$ cat src/hw/ext_err_pkg.sv
// Constants for the external interface error logging registers.
// Assumes a 64-bit internal register read path with 40-bit addresses.
package ext_err_pkg;

  // ----------------------------------------
  // Register addresses
  // ----------------------------------------
  localparam int          ADDR_W          = 40;
  localparam int          DATA_W          = 64;
  localparam logic [39:0] ADDR_FILL_SYNDROME   = 40'hfffff00068;
  localparam logic [39:0] ADDR_TAG_CAP    = 40'hfffff00108;
  localparam logic [39:0] ADDR_ERR_ADDR   = 40'hfffff00148;
  localparam logic [39:0] ADDR_ERR_STATUS = 40'hfffff00168;

  // ----------------------------------------
  // Tag capture fields
  // ----------------------------------------
  localparam int TC_HIT    = 12;
  localparam int TC_CTLP   = 13;
  localparam int TC_DIRTY  = 14;
  localparam int TC_SHARED = 15;
  localparam int TC_VALID  = 16;
  localparam int TC_TAGP   = 17;
  localparam int TC_TAG_LO = 20;
  localparam int TC_TAG_HI = 38;
  localparam int TAG_W     = TC_TAG_HI - TC_TAG_LO + 1;

  // ----------------------------------------
  // Status fields
  // ----------------------------------------
  localparam int ST_REV_LO = 24;
  localparam int ST_REV_HI = 27;
  localparam int ST_TPE    = 28;
  localparam int ST_TCPE   = 29;
  localparam int ST_SRC    = 30;
  localparam int ST_COR    = 31;
  localparam int ST_UNC    = 32;
  localparam int ST_PAR    = 33;
  localparam int ST_IRD    = 34;
  localparam int ST_SECOND = 35;

  // Revision identifier, value arbitrary
  localparam logic [3:0] REVISION_ID_DEF = 4'h9;

  // Other widths
  localparam int SYN_W      = 16;
  localparam int ERR_ADDR_W = 40;

endpackage

$ cat src/hw/err_lock_if.sv
// Carrier between the data capture logic and the lock controller.
// Assumes both ends run on the same clock.
`timescale 1ns/1ps
`default_nettype none
interface err_lock_if;
  logic ev_corr;
  logic ev_unc;
  logic ev_par;
  logic ev_tpe;
  logic ev_tcpe;
  logic stat_rd;
  logic load;
  logic locked;
  logic cor;
  logic unc;
  logic par;
  logic tpe;
  logic tcpe;
  logic second;
  modport ctrl (input ev_corr, ev_unc, ev_par, ev_tpe, ev_tcpe, stat_rd,
                output load, locked, cor, unc, par, tpe, tcpe, second);
  modport user (output ev_corr, ev_unc, ev_par, ev_tpe, ev_tcpe, stat_rd,
                input load, locked, cor, unc, par, tpe, tcpe, second);
endinterface
`default_nettype wire

$ cat src/hw/err_lock_ctrl.sv
// Status bits and lock state of the error logging registers.
// Assumes events are one-cycle pulses; state is not reset.
`timescale 1ns/1ps
`default_nettype none
module err_lock_ctrl (
  input  wire logic  ref_clk_i,
  input  wire logic  rst_b_i,
  err_lock_if.ctrl   lk
);
  logic hard_set;
  logic c_a, u_a, p_a, tp_a, tc_a, s_a, l_a;
  logic any_hard;

  // ----------------------------------------
  // Read effect, then event effect
  // ----------------------------------------
  assign hard_set = lk.unc | lk.par | lk.tpe | lk.tcpe;
  assign any_hard = lk.ev_unc | lk.ev_par | lk.ev_tpe | lk.ev_tcpe;

  always_comb begin
    {c_a, u_a, p_a, tp_a, tc_a, s_a, l_a} = {lk.cor, lk.unc, lk.par, lk.tpe, lk.tcpe, lk.second, lk.locked};
    if (lk.stat_rd) begin
      if (lk.cor && hard_set) begin
        c_a = 1'b0;
      end else begin
        {c_a, u_a, p_a, tp_a, tc_a, s_a, l_a} = 7'h00;
      end
    end
  end

  assign lk.load = (any_hard && !(u_a | p_a | tp_a | tc_a))
                 || (!any_hard && lk.ev_corr && !c_a && !l_a);

  always_ff @(posedge ref_clk_i) begin
    {lk.cor, lk.unc, lk.par, lk.tpe, lk.tcpe, lk.second, lk.locked} <= {c_a, u_a, p_a, tp_a, tc_a, s_a, l_a};
    if (any_hard) begin
      if (!(u_a | p_a | tp_a | tc_a)) begin
        lk.unc    <= lk.ev_unc;
        lk.par    <= lk.ev_par;
        lk.tpe    <= lk.ev_tpe;
        lk.tcpe   <= lk.ev_tcpe;
        lk.locked <= 1'b1;
      end else if (lk.ev_unc || lk.ev_par) begin
        lk.second <= 1'b1;
      end
    end else if (lk.ev_corr && !c_a && !l_a) begin
      lk.cor <= 1'b1;
    end
  end
endmodule
`default_nettype wire

$ cat src/hw/ext_error_log_regs.sv
// External interface error logging registers: tag capture, error
// address, fill syndrome and status, read over the internal register path.
// Assumes all inputs are synchronous to ref_clk_i and events are pulses.
`timescale 1ns/1ps
`default_nettype none

// How it works
// - Tag capture bit 12 shows hit
// - Dirty, shared, valid at 14, 15, 16
// - Control parity bit 13, tag parity 17
// - Tag bits 38:20, unused bits zero
// - Status read unlocks and clears status
// - Other register reads change nothing
// - Reset keeps logged state and locks
// - ECC mode splits; parity mode uncorrectable
// - Command parity errors always uncorrectable
// - Correctable loads once, never locks
// - First uncorrectable loads and locks
// - Correctable after uncorrectable not second error
// - Tag parity errors count as uncorrectable
// - Both set: clear correctable, stay locked
// - Otherwise read clears all and unlocks
// - Status bits 27:24 give revision
// - Status 28 tag, 29 control parity
// - Status 30 gives error source
// - Status 31, 32, 33 error kinds
// - Status 35 marks second uncorrectable or command parity error
// - Tag capture follows reads until locked
// - Error address holds logged address
module ext_error_log_regs
  import ext_err_pkg::*;
#(
  parameter logic [3:0] REVISION_ID = ext_err_pkg::REVISION_ID_DEF
) (
  input  wire logic                                ref_clk_i,
  input  wire logic                                rst_b_i,
  input  wire logic                                rd_en_i,
  input  wire logic [ext_err_pkg::ADDR_W-1:0]      rd_addr_i,
  output logic                                     rd_valid_o,
  output logic      [ext_err_pkg::DATA_W-1:0]      rd_data_o,
  input  wire logic                                ecc_mode_i,
  input  wire logic                                tag_rd_i,
  input  wire logic                                tag_hit_i,
  input  wire logic [ext_err_pkg::TAG_W-1:0]       tag_bits_i,
  input  wire logic [ext_err_pkg::TAG_W-1:0]       tag_used_mask_i,
  input  wire logic                                tag_parity_i,
  input  wire logic                                status_parity_bit_i,
  input  wire logic                                line_dirty_bit_i,
  input  wire logic                                line_shared_bit_i,
  input  wire logic                                line_valid_bit_i,
  input  wire logic                                tag_addr_parity_err_i,
  input  wire logic                                tag_ctl_parity_err_i,
  input  wire logic                                fill_err_i,
  input  wire logic                                fill_err_correctable_i,
  input  wire logic                                fill_from_memory_i,
  input  wire logic                                instruction_fill_flag_i,
  input  wire logic [ext_err_pkg::ERR_ADDR_W-1:0]  fill_addr_i,
  input  wire logic [ext_err_pkg::SYN_W-1:0]       fill_syndrome_i,
  input  wire logic                                cmd_addr_parity_err_i,
  input  wire logic [ext_err_pkg::ERR_ADDR_W-1:0]  cmd_addr_i
);
  import ext_err_pkg::*;

  err_lock_if lk ();

  logic                  hit;
  logic                  ctl_par;
  logic                  dirty;
  logic                  shared;
  logic                  valid;
  logic                  tag_par;
  logic [TAG_W-1:0]      tag;
  logic                  src_mem;
  logic                  ird;
  logic [ERR_ADDR_W-1:0] error_address;
  logic [SYN_W-1:0]      fill_syndrome;
  logic [DATA_W-1:0]     cache_tag_capture;
  logic [DATA_W-1:0]     error_status;
  logic [DATA_W-1:0]     next_rd_data;
  logic                  fill_evt;
  logic                  stat_hard;

  // ----------------------------------------
  // Error classification
  // ----------------------------------------
  assign fill_evt = fill_err_i;
  assign stat_hard = lk.unc | lk.par | lk.tpe | lk.tcpe;
  assign lk.ev_corr = fill_err_i && ecc_mode_i && fill_err_correctable_i;
  assign lk.ev_unc  = fill_err_i && !(ecc_mode_i && fill_err_correctable_i);
  assign lk.ev_par  = cmd_addr_parity_err_i;
  assign lk.ev_tpe  = tag_rd_i && tag_addr_parity_err_i;
  assign lk.ev_tcpe = tag_rd_i && tag_ctl_parity_err_i;
  assign lk.stat_rd = rd_en_i && (rd_addr_i == ADDR_ERR_STATUS);

  err_lock_ctrl u_lock (
    .ref_clk_i (ref_clk_i),
    .rst_b_i   (rst_b_i),
    .lk        (lk)
  );

  // ----------------------------------------
  // Tag capture
  // ----------------------------------------
  // follow tag reads while unlocked
  always_ff @(posedge ref_clk_i) begin
    if (tag_rd_i && !lk.locked) begin
      hit     <= tag_hit_i;
      ctl_par <= status_parity_bit_i;
      dirty   <= line_dirty_bit_i;
      shared  <= line_shared_bit_i;
      valid   <= line_valid_bit_i;
      tag_par <= tag_parity_i;
      tag     <= tag_bits_i & tag_used_mask_i;
    end
  end

  // ----------------------------------------
  // Error address, syndrome, source
  // ----------------------------------------
  // logged address on load
  always_ff @(posedge ref_clk_i) begin
    if (lk.load) begin
      error_address <= (cmd_addr_parity_err_i && !fill_evt) ? cmd_addr_i : fill_addr_i;
    end
  end

  always_ff @(posedge ref_clk_i) begin
    if (lk.load && fill_evt) begin
      fill_syndrome <= fill_syndrome_i;
    end
  end

  always_ff @(posedge ref_clk_i) begin
    if (lk.stat_rd) begin
      if (lk.cor && stat_hard) begin
        src_mem <= src_mem;
        ird     <= ird;
      end else begin
        src_mem <= 1'b0;
        ird     <= 1'b0;
      end
    end
    if (lk.load) begin
      src_mem <= fill_evt ? fill_from_memory_i : cmd_addr_parity_err_i;
      ird     <= fill_evt && instruction_fill_flag_i;
    end
  end

  // ----------------------------------------
  // Register images
  // ----------------------------------------
  always_comb begin
    cache_tag_capture                       = '0;
    cache_tag_capture[TC_HIT]               = hit;
    cache_tag_capture[TC_CTLP]              = ctl_par;
    cache_tag_capture[TC_TAGP]              = tag_par;
    cache_tag_capture[TC_DIRTY]             = dirty;
    cache_tag_capture[TC_SHARED]            = shared;
    cache_tag_capture[TC_VALID]             = valid;
    cache_tag_capture[TC_TAG_HI:TC_TAG_LO]  = tag;
  end

  always_comb begin
    error_status                       = '0;
    error_status[ST_REV_HI:ST_REV_LO]  = REVISION_ID;
    error_status[ST_TPE]               = lk.tpe;
    error_status[ST_TCPE]              = lk.tcpe;
    error_status[ST_SRC]               = src_mem;
    error_status[ST_COR]               = lk.cor;
    error_status[ST_UNC]               = lk.unc;
    error_status[ST_PAR]               = lk.par;
    error_status[ST_IRD]               = ird;
    error_status[ST_SECOND]            = lk.second;
  end

  // ----------------------------------------
  // Read path
  // ----------------------------------------
  // plain reads have no side effect
  always_comb begin
    next_rd_data = '0;
    unique case (rd_addr_i)
      ADDR_ERR_STATUS: begin
        next_rd_data = error_status;
      end
      ADDR_TAG_CAP: begin
        next_rd_data = cache_tag_capture;
      end
      ADDR_ERR_ADDR: begin
        next_rd_data[ERR_ADDR_W-1:0] = error_address;
      end
      ADDR_FILL_SYNDROME: begin
        next_rd_data[SYN_W-1:0] = fill_syndrome;
      end
      default: begin
        next_rd_data = '0;
      end
    endcase
  end

  always_ff @(posedge ref_clk_i) begin
    if (!rst_b_i) begin
      rd_valid_o <= 1'b0;
    end else begin
      rd_valid_o <= rd_en_i;
    end
  end

  always_ff @(posedge ref_clk_i) begin
    if (!rst_b_i) begin
      rd_data_o <= '0;
    end else if (rd_en_i) begin
      rd_data_o <= next_rd_data;
    end
  end
endmodule
`default_nettype wire

$ cat config.mk
export PLATFORM = sky130hd
export DESIGN_NAME = ext_error_log_regs
export DESIGN_NICKNAME = d
export VERILOG_FILES = /design/src/hw/ext_err_pkg.sv /design/src/hw/err_lock_if.sv /design/src/hw/err_lock_ctrl.sv /design/src/hw/ext_error_log_regs.sv
export SDC_FILE = /design/constraint.sdc
export NUM_CORES = 1
export LEC_CHECK = 0
export ABC_CLOCK_PERIOD_IN_PS = 3900
export BUFFER_PORTS_ARGS = -buffer_cell sky130_fd_sc_hd__buf_4
export CAP_MARGIN = 20
export CORE_MARGIN = 3
export CORE_UTILIZATION = 43
export DETAILED_ROUTE_END_ITERATION = 10
export GPL_ROUTABILITY_DRIVEN = 0
export PLACE_DENSITY = 0.77
export SLEW_MARGIN = 20
export SYNTH_ARGS = -nofsm -noshare
export SYNTH_HDL_FRONTEND = slang
export SYNTH_SLANG_ARGS = --single-unit
$ cat constraint.sdc
create_clock -name ref_clk_i -period 3.9 [get_ports ref_clk_i]
set_input_delay 0.585 -clock ref_clk_i [delete_from_list [all_inputs] [get_ports ref_clk_i]]
set_output_delay 0.585 -clock ref_clk_i [all_outputs]
set_load 0.1 [all_outputs]
==> reports/summary.txt, run 1 <==
Status: finished, final reports clean
Worst Path Max Fanout: 16
Via Count: 4,464
Leak pwr: 0.00338 uW
Slowest CP cell: or4_1
Worst-Margin Slew: 1010 ps
Final Hold Violating Endpoints: 0
Area of the mapped netlist: 0.00570 mm2
RR Startpoint: u_lock.lk.par
# hold bufs at CTS: 0
Clk_skew: 8.04 ps
Die height: 121 um
Die ar.: 0.0147 mm2
Required time of the worst setup path: 3990 ps
Synthesized flop and latch total: 131
H-tree lvl count: 4
Post-synth EDFFs: 83
Final setup viols: 0
Placeable Area: 0.0128 mm2
Wire per inst: 17.7 um
Overall Power: 3610 uW
Remaining global-route overflow: 0
Port bufs: 232
Residual DRC count: 0
End of the worst register-to-register path: fill_syndrome[15]
Most common cell after layout, fill and taps aside: buf_4
Final Max Slew Viols: 0
Die Width: 121 um
Crit path arrival time: 3240 ps
Drt pass-1 iters: 4
Worst reg2reg setup slack: 1270 ps
Number of global-route vias before repair: 4,606
Max-Cap Viols: 0
Sequential fraction of the synthesis area: 60.6%
CTS max path bufs: 2
CP Cell Sequence: buf_4, or4_1, or4_1, a2111oi_0, o221ai_1, a21boi_2, buf_4
FMAX: 318 MHz
Ant. Diodes: 0
Peak supply drop: 0.313 mV
Initial Utilization: 44.6%
Worst Setup SP: rd_addr_i[9]
Post-Syn Area per Cell: 12.5 um2
CP top delay family: simple AND/OR/NAND/NOR gates
Synthesis warning total: 0
Reg power frac: 42.7%
Nets: 883
Io pins: 257
Critical path buffers and inverters: 2
Critical path depth: 7
# rows: 41
Cell count after placement: 844
CTS tree: built
CP peak stage delay: 740 ps
Worst setup SP type: primary input
Drt total wl: 15,500 um
CP Class: primary input to flop
Clock Sinks: 131
Top_reg_cell synth: edfxtp_1
Clock-pin transition on the worst setup and hold timing paths: 60 ps
Non-Filler Instances: 876
Postcts setup bufs: 0
Initial DRC Count: 240
Worst skew pair latency: 410 ps
Area delta synth->final: 43.2%
Worst Reg-to-Reg Cells: 5
Worst Setup EP: fill_syndrome[15]
Post-route clock period utilization: 80.6%
Combinational fraction of design power: 11.5%
NetSw: 827 uW
Initial antenna violation count: 0
Crit end category: flop
Overall Global Routing Usage: 21.2%
RSZ-0062 raised after global routing: no
Number of library cell types mapped by synthesis: 47
Pin count of the biggest net entering global routing: 42
Post-route core utilization: 63.9%
Post-cts sizing count: 0
WHS: 348 ps
ANT nets after route: 0
Tmin final: 3140 ps
Drt via density: 5.10
Sw Share: 22.9%
Setup TNS: 0 ps
Most frequent cells in the layout: buf_4, edfxtp_1, nand2_1
Pwr/cell area: 442 mW/mm2
Int Power: 2780 uW
CTS Buf Count: 17
Share of cells above drive strength 1: 45.3%
Post-Synthesis Cells: 457
First-pass GRT wire length: 23,200 um
CTS root buf: clkbuf_16
Hold Path Class: primary input to flop
Post-DP HPWL: 11,500 um
Max_slew headroom: 32.2%
Post-synth ARST share: 0%
Clock network power share: 45.8%
[power groups by stage]
stage	clock, uW	combinational [uW]	sequential (uW)
after floorplan	0	241	1570
after global placement	0	404	1570
after detailed placement	0	416	1570
after CTS	1670	418	1540
after global routing	1740	443	1540
final	1650	415	1540
[stage by stage]
| step | cell area, um2 | setup WS [ps] |
|---|---|---|
| after floorplan | 5780 | 108 |
| after global placement | 7540 | 436 |
| after detailed placement | 7540 | 337 |
| after CTS | 8150 | 759 |
| after global routing | 8160 | 633 |
| final | 8160 | 757 |
[Yosys cell counts (5+ instances only)]
| cell type | instances | area, um2 |
|---|---|---|
| dfxtp_1 | 48 | 961 |
| clkbuf_1 | 15 | 56.3 |
| nand2_1 | 53 | 199 |
| mux2i_1 | 23 | 230 |
| nand3_1 | 6 | 30.0 |
| buf_4 | 24 | 180 |
| nor2b_1 | 7 | 43.8 |
| nor2_1 | 15 | 56.3 |
| nand4_1 | 5 | 31.3 |
| edfxtp_1 | 83 | 2490 |
| mux2_2 | 40 | 450 |
| and2_1 | 21 | 131 |
| o21ai_0 | 26 | 130 |
| a21boi_0 | 15 | 113 |
| a32oi_1 | 12 | 105 |
| a21oi_1 | 15 | 75.1 |
[worst min path at each step]
stage	slack (ps)	from	to	cells past startpoint
2_1_floorplan	450	u_lock.lk.second	u_lock.lk.second	2
3_3_place_gp	440	rd_data_o[14]	rd_data_o[14]	2
3_5_place_dp	440	rd_data_o[14]	rd_data_o[14]	2
4_1_cts	330	fill_syndrome_i[11]	fill_syndrome[11]	1
5_1_grt	330	fill_syndrome_i[7]	fill_syndrome[7]	1
6_report	350	fill_syndrome_i[11]	fill_syndrome[11]	1
[state kept, by name, indices dropped and copies added, names as in the netlist, 16 cells and up]
| name | flops |
|---|---|
| rd_data_o | 40 |
| error_address | 40 |
| tag | 19 |
| fill_syndrome | 16 |
[worst register-to-register path, cell delays in order, from the launching register on]
cell	delay [ps]
dfxtp_1	330
or4_1	650
a2111oi_0	490
o221ai_1	350
a21boi_2	220
buf_4	270
[layout make-up]
class	instances	area (um2)
clock buffer	19	433
clock inverter	13	184
timing repair buffer	237	1790
sequential	131	3450
tap	172	215
inverter	4	15.0
fill	1011	4620
multi-input combinational	300	2070
[per-layer routing]
layer / wire length, um / share of wire [%] / global-route usage [%] / up-vias
met5: 0 / 0 / 0 / -
met4: 337 / 2.2 / 10.8 / 0
met3: 1230 / 7.9 / 5.55 / 25
met2: 8520 / 55 / 38.7 / 221
met1: 5420 / 35 / 22.3 / 2106
li1: - / - / - / 2112
[logic make-up (layout without fill, tap and decap cells)]
group	count (synthesis)	count (layout)	share of synthesized area, %
flip-flops	131	131	60.6
AND/OR/NAND/NOR	127	127	12.2
AO/OA/AOI/OAI	86	86	10.2
multiplexers	63	63	11.9
buffers and inverters	49	273	4.98
other	1	24	0.0658
Power figures use the tool's default switching activity.
==> inputs of run 2 (changes only) <==
- ABC_CLOCK_PERIOD_IN_PS: 3900 -> 3300
- CORE_UTILIZATION: 43 -> 45
- clock period: 3.9 -> 3.3 ns (I/O delays scaled with it)
==> reports/summary.txt, run 2 (synthesis results as in run 1) <==
Status: finished, final reports clean (unchanged)
WHS: 255 ps (was 348 ps)
First-pass GRT wire length: 23,300 um (was 23,200 um)
Worst-Margin Slew: 1070 ps (was 1010 ps)
Final Max Slew Viols: 0 (unchanged)
Placeable Area: 0.0122 mm2 (was 0.0128 mm2)
Initial Utilization: 46.7% (was 44.6%)
CP Cell Sequence: buf_4, or4_1, or4_1, a2111oi_0, o221ai_1, buf_4, nand2_4, buf_12 (was buf_4, or4_1, or4_1, a2111oi_0, o221ai_1, a21boi_2, buf_4)
CTS Buf Count: 17 (unchanged)
Nets: 892 (was 883)
Die Width: 119 um (was 121 um)
Postcts setup bufs: 0 (unchanged)
Worst reg2reg setup slack: 700 ps (was 1270 ps)
Final WS setup: 477 ps (was 757 ps)
End of the worst register-to-register path: error_address[11] (was fill_syndrome[15])
Combinational fraction of design power: 11.8% (was 11.5%)
Peak supply drop: 0.428 mV (was 0.313 mV)
Drt pass-1 iters: 5 (was 4)
DP Area: 0.00764 mm2 (was 0.00754 mm2)
Largest regs: error_address (40), rd_data_o (40), tag (19) (unchanged)
Residual DRC count: 0 (unchanged)
Most common cell after layout, fill and taps aside: buf_4 (unchanged)
Final setup viols: 0 (unchanged)
HP Start: fill_syndrome_i[5] (was fill_syndrome_i[11])
Max_slew headroom: 28.5% (was 32.2%)
Die ar.: 0.0140 mm2 (was 0.0147 mm2)
Leak pwr: 0.00344 uW (was 0.00338 uW)
Worst Reg-to-Reg Cells: 6 (was 5)
Required time of the worst setup path: 3430 ps (was 3990 ps)
FMAX: 354 MHz
Hold Crit Endpoint: fill_syndrome[5] (was fill_syndrome[11])
Area of the multi-input gates: 0.00207 mm2 (about the same)
Post-route clock period utilization: 85.6%
Initial DRC Count: 220 (was 240)
Setup TNS: 0 ps (unchanged)
Critical path buffers and inverters: 3 (was 2)
Worst skew pair latency: 420 ps (was 410 ps)
Worst setup SP type: primary input (unchanged)
RSZ-0062 raised after global routing: no (unchanged)
NetSw: 949 uW (was 827 uW)
Int Power: 3280 uW (was 2780 uW)
Hold Path Depth: 1 (unchanged)
CTS tree: built (unchanged)
Hold Path Class: primary input to flop (unchanged)
H-tree lvl count: 4 (unchanged)
Via Count: 4,465 (was 4,464)
Slowest CP cell: or4_1 (unchanged)
Remaining global-route overflow: 0 (unchanged)
Wire per inst: 17.3 um (was 17.7 um)
CP top delay family: simple AND/OR/NAND/NOR gates (unchanged)
Io pins: 257 (unchanged)
Reg power frac: 43.1% (was 42.7%)
Max-Cap Viols: 0 (unchanged)
# rows: 40 (was 41)
Clock-pin transition on the worst setup and hold timing paths: 50 ps (was 60 ps)
CP Class: primary input to flop (unchanged)
Initial antenna violation count: 0 (unchanged)
Post-DP HPWL: 11,200 um (was 11,500 um)
Pwr/cell area: 512 mW/mm2 (was 442 mW/mm2)
Crit end category: flop (unchanged)
Clock Sinks: 131 (unchanged)
Sw Share: 22.4% (was 22.9%)
Tmin final: 2820 ps
Most frequent cells in the layout: buf_4, edfxtp_1, nand2_1 (unchanged)
Clk_skew: 10.3 ps (was 8.04 ps)
Drt via density: 5.07 (was 5.10)
Final instance area: 0.00827 mm2 (was 0.00816 mm2)
Die height: 119 um (was 121 um)
Number of global-route vias before repair: 4,677 (was 4,606)
# hold bufs at CTS: 0 (unchanged)
Final Hold Violating Endpoints: 0 (unchanged)
Drt total wl: 15,300 um (was 15,500 um)
Port bufs: 232 (unchanged)
Place WS: 32.6 ps (was 337 ps)
Area delta synth->final: 45.1% (was 43.2%)
Overall Global Routing Usage: 21.7% (was 21.2%)
Clock network power share: 45.1% (was 45.8%)
Worst Path Max Fanout: 15 (was 16)
Pin count of the biggest net entering global routing: 42 (unchanged)
Post-cts sizing count: 0 (unchanged)
CTS root buf: clkbuf_16 (unchanged)
Filler Cells Inserted: 885 (was 1,011)
ANT nets after route: 0 (unchanged)
RR Startpoint: u_lock.lk.par (unchanged)
CP peak stage delay: 600 ps (was 740 ps)
Share of cells above drive strength 1: 45.7% (was 45.3%)
Area occupied by registers: 0.00345 mm2 (unchanged)
Ant. Diodes: 0 (unchanged)
CTS max path bufs: 2 (unchanged)
Crit path arrival time: 2950 ps (was 3240 ps)
[run 2: through the flow]
stage / utilization, % / power, uW / instances
floorplan: - / 2140 / 480
detailed placement: 62.6 / 2350 / 848
CTS: 67.5 / 4250 / 880
global route: 67.7 / 4370 / 881
global placement: 62.6 / 2340 / 848
finish: 67.7 / 4230 / 881
[run 2: worst max path at each step]
stage	start	end	slack [ps]	cells past startpoint
6_report	rd_addr_i[9]	error_address[11]	480	8
5_1_grt	rd_addr_i[9]	error_address[21]	380	8
4_1_cts	rd_addr_i[9]	error_address[21]	470	8
3_5_place_dp	rd_addr_i[9]	error_address[11]	30	8
3_3_place_gp	rd_addr_i[9]	error_address[11]	130	9
2_1_floorplan	rd_addr_i[9]	fill_syndrome[0]	120	6
[run 2: power groups by stage]
stage	clock (uW)	combinational [uW]	sequential (uW)
detailed placement	0	494	1850
global route	2010	532	1830
floorplan	0	287	1850
finish	1910	499	1820
global placement	0	485	1850
CTS	1930	497	1820
[run 2: final cells by class]
| class | instances | share of cell area, % |
|---|---|---|
| Sequential cell | 131 | 41.8 |
| Timing Repair Buffer | 246 | 23.2 |
| Inverter | 4 | 0.182 |
| Tap cell | 168 | 2.54 |
| Multi-Input combinational cell | 300 | 25.1 |
| Clock inverter | 13 | 2.00 |
| Clock buffer | 19 | 5.24 |
[run 2: metal layers]
layer	track usage, %	vias up	wire [um]	share of wire [%]
met4	9.49	0	446	2.9
met2	38.4	239	7900	52
met1	23.6	2053	5620	37
li1	-	2134	-	-
met5	0	-	0	0
met3	6.94	39	1310	8.6
